==> config.mk <==
export PLATFORM = sky130hd
export DESIGN_NAME = usb_error_flags_status_fifo
export DESIGN_NICKNAME = d
export VERILOG_FILES = /design/src/usb_error_flags_status_fifo.v
export VERILOG_INCLUDE_DIRS = /design/src
export SDC_FILE = /design/constraint.sdc
export NUM_CORES = 1
export LEC_CHECK = 0
export BUFFER_PORTS_ARGS = -buffer_cell sky130_fd_sc_hd__buf_2
export CORE_MARGIN = 2
export CORE_UTILIZATION = 24
export DETAILED_ROUTE_END_ITERATION = 8
export PLACE_DENSITY = 0.57
export REMOVE_ABC_BUFFERS = 1
export SYNTH_ARGS = -nofsm -noshare
export SYNTH_HDL_FRONTEND = slang
export SYNTH_SLANG_ARGS = --single-unit
==> constraint.sdc <==
create_clock -name pclk -period 1.95 [get_ports pclk]
set_clock_uncertainty 0.2 [all_clocks]
set_input_delay 0.39 -clock pclk [delete_from_list [all_inputs] [get_ports pclk]]
set_output_delay 0.39 -clock pclk [all_outputs]
set_load 0.01 [all_outputs]
==> src/usb_err_consts.vh <==
/*
 error flag, enable and transaction status register map and field layout.
 assumes inclusion by the design file of this block and by its bench.
*/
`ifndef USB_ERR_CONSTS_VH
`define USB_ERR_CONSTS_VH

`define OFS_ERR_FLAGS     12'h000
`define OFS_ERR_ENABLES   12'h004
`define OFS_TRN_STATUS    12'h008
`define OFS_ERR_CTRL      12'h00c

`define BIT_STUFF_POS     3'd7
`define BUS_MATRIX_POS    3'd6
`define MEM_ACCESS_POS    3'd5
`define TURNAROUND_POS    3'd4
`define PARTIAL_BYTE_POS  3'd3
`define DATA_CRC_POS      3'd2
`define SHARED_BIT1_POS   3'd1
`define PACKET_ID_POS     3'd0

`define ENDPOINT_MSB      7
`define ENDPOINT_LSB      4
`define DIR_POS           3
`define BANK_POS          2

`define CTRL_HOST_POS     0
`define CTRL_SUMEN_POS    1
`define CTRL_TRN_POS      2
`define CTRL_OVF_POS      3

`define ERR_FLAGS_RESET   8'h00
`define ERR_EN_RESET      8'h00
`define CTRL_RESET        2'h0

`define FIFO_DEPTH        4
`define FIFO_PTR_W        2
`define FIFO_CNT_W        3
`define FIFO_FULL_COUNT   3'd4
`define FIFO_ONE_COUNT    3'd1

`endif

==> src/usb_error_flags_status_fifo.v <==
/*
 usb error flags, per-flag enables, error summary and the transaction
 status fifo window, reached over apb.
 assumes the usb engine drives one-cycle event pulses synchronous to pclk.
*/
`include "usb_err_consts.vh"

module usb_error_flags_status_fifo (
  // apb
  input  wire        pclk,
  input  wire        presetn,
  input  wire        psel,
  input  wire        penable,
  input  wire        pwrite,
  input  wire [11:0] paddr,
  input  wire [31:0] pwdata,
  output reg  [31:0] prdata,
  output reg         pready,
  output reg         pslverr,
  // error events from the usb engine, one-cycle pulses
  input  wire        bit_stuff_evt,
  input  wire        bus_matrix_evt,
  input  wire        mem_access_evt,
  input  wire        turnaround_evt,
  input  wire        partial_byte_evt,
  input  wire        data_crc_evt,
  input  wire        token_crc_evt,
  input  wire        frame_end_evt,
  input  wire        packet_id_evt,
  // transaction completion from the usb engine
  input  wire        token_done,
  input  wire [3:0]  done_endpoint,
  input  wire        done_transmit,
  input  wire        done_odd_bank,
  // outputs to the surrounding engine
  output reg         data_packet_reject,
  output reg         token_complete_flag,
  output reg         error_summary_flag,
  output reg         module_interrupt_out,
  output reg         host_mode_select,
  output reg         fifo_overflow
);

  reg  [7:0]  err_flags_reg;
  reg  [7:0]  err_flags_next;
  reg  [7:0]  err_en_reg;
  reg         sum_en_reg;
  reg  [5:0]  fifo_mem [0:`FIFO_DEPTH-1];
  reg  [`FIFO_PTR_W-1:0] rd_ptr_reg;
  reg  [`FIFO_PTR_W-1:0] wr_ptr_reg;
  reg  [`FIFO_CNT_W-1:0] count_reg;
  reg  [7:0]  evt;
  reg  [31:0] rdata_next;
  integer     i;

  wire setup     = psel & ~penable;
  wire wr_take   = psel & penable & pwrite;
  // full compares against a count sized like the counter, not a bare integer
  wire fifo_full = (count_reg == `FIFO_FULL_COUNT);
  wire fifo_empty = (count_reg == {`FIFO_CNT_W{1'b0}});

  function sel_hit;
    input [11:0] a;
    input [11:0] ofs;
    begin
      sel_hit = (a == ofs);
    end
  endfunction

  wire hit_flags = sel_hit(paddr, `OFS_ERR_FLAGS);
  wire hit_en    = sel_hit(paddr, `OFS_ERR_ENABLES);
  wire hit_stat  = sel_hit(paddr, `OFS_TRN_STATUS);
  wire hit_ctrl  = sel_hit(paddr, `OFS_ERR_CTRL);
  wire hit_any   = hit_flags | hit_en | hit_stat | hit_ctrl;

  // w1c of token complete, done on the access edge
  wire trn_clear = wr_take & hit_ctrl & pwdata[`CTRL_TRN_POS];
  // a pop only happens if an entry is actually there
  wire pop       = trn_clear & token_complete_flag & ~fifo_empty;
  wire push      = token_done & (~fifo_full | pop);

  // hardware event vector, bit 1 chosen by mode
  always @* begin
    evt = 8'h00;
    evt[`BIT_STUFF_POS]    = bit_stuff_evt;
    evt[`BUS_MATRIX_POS]   = bus_matrix_evt;
    evt[`MEM_ACCESS_POS]   = mem_access_evt;
    evt[`TURNAROUND_POS]   = turnaround_evt;
    evt[`PARTIAL_BYTE_POS] = partial_byte_evt;
    evt[`DATA_CRC_POS]     = data_crc_evt;
    evt[`SHARED_BIT1_POS]  = host_mode_select ? frame_end_evt : token_crc_evt;
    evt[`PACKET_ID_POS]    = packet_id_evt;
  end

  // set wins over the write-one clear
  always @* begin
    err_flags_next = err_flags_reg;
    if (wr_take && hit_flags) begin
      err_flags_next = err_flags_reg & ~pwdata[7:0];
    end
    err_flags_next = err_flags_next | evt;
  end

  always @(posedge pclk or negedge presetn) begin
    if (!presetn) begin
      err_flags_reg <= `ERR_FLAGS_RESET;
      err_en_reg    <= `ERR_EN_RESET;
      sum_en_reg    <= 1'b0;
      host_mode_select <= 1'b0;
    end else begin
      err_flags_reg <= err_flags_next;
      if (wr_take && hit_en) begin
        err_en_reg <= pwdata[7:0];
      end
      if (wr_take && hit_ctrl) begin
        host_mode_select <= pwdata[`CTRL_HOST_POS];
        sum_en_reg       <= pwdata[`CTRL_SUMEN_POS];
      end
    end
  end

  // summary and interrupt are registered from the next flag value, so they change on the same edge as the flags
  always @(posedge pclk or negedge presetn) begin
    if (!presetn) begin
      error_summary_flag   <= 1'b0;
      module_interrupt_out <= 1'b0;
      data_packet_reject   <= 1'b0;
    end else begin
      error_summary_flag   <= |(err_flags_next & err_en_reg);
      module_interrupt_out <= (|(err_flags_next & err_en_reg)) & sum_en_reg;
      data_packet_reject   <= data_crc_evt;
    end
  end

  // status fifo; full fifo drops a new record unless a pop comes in the same cycle, and raises a sticky overflow
  always @(posedge pclk or negedge presetn) begin
    if (!presetn) begin
      rd_ptr_reg    <= {`FIFO_PTR_W{1'b0}};
      wr_ptr_reg    <= {`FIFO_PTR_W{1'b0}};
      count_reg     <= {`FIFO_CNT_W{1'b0}};
      fifo_overflow <= 1'b0;
      for (i = 0; i < `FIFO_DEPTH; i = i + 1) begin
        fifo_mem[i] <= 6'h00;
      end
    end else begin
      if (push) begin
        fifo_mem[wr_ptr_reg] <= {done_endpoint, done_transmit, done_odd_bank};
        wr_ptr_reg <= wr_ptr_reg + 1'b1;
      end
      if (pop) begin
        rd_ptr_reg <= rd_ptr_reg + 1'b1;
      end
      if (push && !pop) begin
        count_reg <= count_reg + 1'b1;
      end else if (pop && !push) begin
        count_reg <= count_reg - 1'b1;
      end
      if (token_done && fifo_full && !pop) begin
        fifo_overflow <= 1'b1;
      end else if (wr_take && hit_ctrl && pwdata[`CTRL_OVF_POS]) begin
        fifo_overflow <= 1'b0;
      end
    end
  end

  // token complete mirrors a non-empty fifo; a pop reveals the next entry
  always @(posedge pclk or negedge presetn) begin
    if (!presetn) begin
      token_complete_flag <= 1'b0;
    end else begin
      if (push) begin
        token_complete_flag <= 1'b1;
      end else if (pop) begin
        token_complete_flag <= (count_reg > `FIFO_ONE_COUNT);
      end else if (trn_clear) begin
        token_complete_flag <= 1'b0;
      end
    end
  end

  // read mux; status head is shown even when invalid, software checks the flag
  always @* begin
    rdata_next = 32'h0000_0000;
    if (hit_flags) begin
      rdata_next[7:0] = err_flags_reg;
    end else if (hit_en) begin
      rdata_next[7:0] = err_en_reg;
    end else if (hit_stat) begin
      rdata_next[`ENDPOINT_MSB:`ENDPOINT_LSB] = fifo_mem[rd_ptr_reg][5:2];
      rdata_next[`DIR_POS]  = fifo_mem[rd_ptr_reg][1];
      rdata_next[`BANK_POS] = fifo_mem[rd_ptr_reg][0];
    end else if (hit_ctrl) begin
      rdata_next[`CTRL_HOST_POS]  = host_mode_select;
      rdata_next[`CTRL_SUMEN_POS] = sum_en_reg;
      rdata_next[`CTRL_TRN_POS]   = token_complete_flag;
      rdata_next[`CTRL_OVF_POS]   = fifo_overflow;
    end
  end

  // no wait state: setup edge loads pready and data, access completes next edge
  always @(posedge pclk or negedge presetn) begin
    if (!presetn) begin
      pready  <= 1'b0;
      pslverr <= 1'b0;
      prdata  <= 32'h0000_0000;
    end else begin
      pready  <= setup;
      pslverr <= setup & ~hit_any;
      if (setup && !pwrite) begin
        prdata <= rdata_next;
      end
    end
  end

endmodule // usb_error_flags_status_fifo

==> flow_metrics.py <==
metrics = {
    "outcome": {
        "status": "complete, but fails checks",
        "violated_checks": "setup timing",
    },
    "timing": {
        "timing.final.ws_setup_ps": -669.5,
        "maxSlewViolCount": 0,
        "unrepaired_setup_endpoints_after_global_routing": "yes",
        "timing.final.crit_share_pct": 134.3,
        "timing.final.setup_violations": 62,
        "hold_viol_final": 0,
        "fin_crit_ps": 2619,
        "clock.fmax_ghz": 0.3818,
    },
    "synthesis": {
        "synth.cell_area_um2": 3401,
        "synthDominantAreaCellType": "sky130_fd_sc_hd__dfrtp_1",
        "ys_ff_latch": 64,
        "synth_largest_type_area_fraction_pct": 47.09,
        "synthesis.yosys.warnings": 0,
        "synth-seq-area-share_pct": 47.09,
        "synth_async_sr_flop_share_pct": 100.0,
        "post_synth_inst_count": 285,
        "synth_most_common_cell": "sky130_fd_sc_hd__dfrtp_1",
        "postSynth.topFlopCell": "sky130_fd_sc_hd__dfrtp_1",
        "syn_avg_cell_area_um2": 11.93,
        "number_of_flops_mapped_to_enable_cells_by_yosys": 0,
        "synthDistinctLibCells": 41,
        "synth_top_cells_by_area": "sky130_fd_sc_hd__dfrtp_1 47%, sky130_fd_sc_hd__mux2_2 9.3%, sky130_fd_sc_hd__buf_4 5.3%",
        "ys_top_cells_by_count": "64 x sky130_fd_sc_hd__dfrtp_1, 28 x sky130_fd_sc_hd__mux2_2, 25 x sky130_fd_sc_hd__nand2_1",
    },
    "die": {
        "core.rowCount": 43,
        "die_width_um": 123.0,
        "dieHeight_um": 123.0,
        "fp.dieArea_um2": 15140,
        "total_i_o_pin_count": 105,
        "start_util_pct": 24.50,
        "fp.coreArea_um2": 13880,
    },
    "routing": {
        "route.detailed.drc": 0,
        "top_layer_used": "met5",
        "avgViaCountPerCell": 4.324,
        "drt-pass1-iter-count": 5,
        "finalWirelength_mm": 8.450,
        "route.met3.wl_um": 491,
        "wl_met1_mm": 3.639,
        "wire_per_inst_um": 14.96,
        "ant_nets": 0,
        "wl_met2_mm": 4.104,
        "dr_total_vias": 2443,
        "detail_route.iter0.violations": 173,
    },
    "cts": {
        "cts_max_level": 3,
        "clock_sink_count": 64,
        "cts_buffers": 9,
        "clock_latency_ps": 340,
        "cts_tree": "yes",
        "path_clk_slew_ps": 60,
        "clk_root_buffer_cell": "sky130_fd_sc_hd__clkbuf_16",
        "max-clock-path-buffers": 2,
    },
    "hold_path": {
        "hold_path.class": "in -> reg",
        "hp-start": "data_crc_evt",
        "min_path_cells": 1,
        "hold_path_end": "data_packet_reject$_DFF_PN0_",
    },
    "setup_path": {
        "cp-end-kind": "flip-flop",
        "startpoint_type": "primary input",
        "worst-path-buf-inv": 2,
        "required_ps": 1970,
        "worstReg2RegStart": "count_reg[1]$_DFFE_PN0P_",
        "crit_path_cell_trace": "buf_6 > or4_4 > or4_4 > buf_6 > or4b_4 > mux2_4",
        "worst-path-max-fanout": 8,
        "master_of_the_slowest_instance_on_the_critical_path": "sky130_fd_sc_hd__or4b_4",
        "rr_endpoint": "count_reg[1]$_DFFE_PN0P_",
        "critical-path-top-delay-family": "simple AND/OR/NAND/NOR gates",
        "worst-setup-path-type": "in -> reg",
        "delay_of_the_slowest_cell_on_the_worst_path_ps": 630,
        "reg2reg_depth": 8,
        "worst_path_arrival_time_ps": 2640,
        "r2r_setup_slack_ps": 60,
    },
    "power_and_ir_drop": {
        "power.density_nw_per_um2": 1072,
        "vdd_ir_drop_max_v": 0.0005620,
        "power.leakage_uw": 0.002226,
    },
    "global_route": {
        "globalRouteOverflowTotal": 0,
        "pin_count_of_the_biggest_net_entering_global_routing": 35,
        "grt_pass1_wl_mm": 13.44,
        "initial_antenna_violation_count": 1,
        "grt_usage_pct": 11.80,
        "vias_in_the_first_global_route": 2543,
    },
    "final_layout": {
        "final_net_count": 453,
        "num-fill-cells": 1339,
        "post_route_cells_drive_above_1_share_pct": 48.44,
        "post_layout_nonfiller_instances": 565,
        "area_growth_syn_to_layout_pct": 39.04,
        "regMostFlops": "fifo_mem",
        "post-route-util_pct": 34.06,
        "largest_register_ff_count": 24,
    },
    "placed_design": {
        "place.gp.congestion": 0.7832,
        "placedCellCount": 540,
        "post-place-ws_ps": -1064,
        "port_buffers": 56,
        "final_hpwl_from_detailed_placement_mm": 5.937,
    },
    "flow_run": {
        "cap_violations": 0,
    },
}
-- area by class of cell --
class                      instances  area [um2]  area share (%)
timing repair buffer              93       680.7           14.40
antenna                            1       2.502         0.05292
inverter                          12       45.04          0.9526
sequential                        64        1602           33.87
multi-input combinational        199        1868           39.51
clock inverter                     7       80.08           1.694
clock buffer                       9       225.2           4.763
tap                              180       225.2           4.763
-- layer usage --
| metal | vias up | global-route usage, % |
|---|---|---|
| met4 | 2 | 3.977 |
| met5 | - | 0 |
| met3 | 23 | 3.875 |
| met2 | 77 | 19.75 |
| met1 | 1191 | 14.28 |
| li1 | 1150 | - |
-- report_power, final --
group          internal (uW)  switching (uW)
sequential              1650             195
combinational            919             662
clock                   1000             640
-- stage by stage --
step | hold WS, ps | TNS (ps) | cell area [um2] | total power [uW]
after floorplan | -105.6 | -39370 | 3258 | 2673
after global placement | 117.6 | -49390 | 4019 | 3031
after detailed placement | 117.6 | -49950 | 4019 | 3084
after CTS | 22.21 | -25030 | 4591 | 5053
after global routing | 19.57 | -28430 | 4726 | 5371
final | 28.75 | -26670 | 4728 | 5069
-- cell families after synthesis --
logic type,count (synthesis),share of synthesized area [%]
buffers and inverters,45,8.057
and+or+nand+nor,61,11.18
AOI/OAI and AO/OA,48,9.198
adders and majority gates,9,3.311
xor gates and xnor gates,6,1.546
other,1,0.1103
muxes,51,19.50
DFF,64,47.09
-- how the worst max path moves through the flow --
stage	start	end	slack, ps	depth (start not counted)
6_report	paddr[9]	err_en_reg[6]$_DFFE_PN0P_	-670	6
5_1_grt	paddr[9]	err_en_reg[2]$_DFFE_PN0P_	-680	6
4_1_cts	paddr[9]	err_en_reg[2]$_DFFE_PN0P_	-620	6
3_5_place_dp	paddr[9]	count_reg[2]$_DFFE_PN0P_	-1060	9
3_3_place_gp	paddr[9]	count_reg[2]$_DFFE_PN0P_	-1040	9
2_1_floorplan	paddr[9]	count_reg[2]$_DFFE_PN0P_	-1090	8
-- placed cells by master (no fill, tap or decap), types with 9 or more instances in the layout --
cell | synthesis | routed
sky130_fd_sc_hd__buf_6 | 2 | 14
sky130_fd_sc_hd__nand2_1 | 25 | 22
sky130_fd_sc_hd__dfrtp_1 | 64 | 64
sky130_fd_sc_hd__buf_2 | 0 | 54
sky130_fd_sc_hd__inv_1 | 12 | 12
sky130_fd_sc_hd__buf_4 | 24 | 19
sky130_fd_sc_hd__mux2_4 | 8 | 33
sky130_fd_sc_hd__conb_1 | 1 | 24
sky130_fd_sc_hd__a21o_1 | 9 | 9
sky130_fd_sc_hd__clkbuf_16 | 0 | 9
-- timing repair --
item / CTS / global route
setup endpoints to repair: 56 / 62
setup buffers: 3 / 5
cloned: 1 / 0
hold endpoints to repair: 13 / 0
pin swaps: 10 / 13
resized for setup: 58 / 25
hold buffers: 1 / 0
No activity file was read; power rests on OpenSTA's default activity.
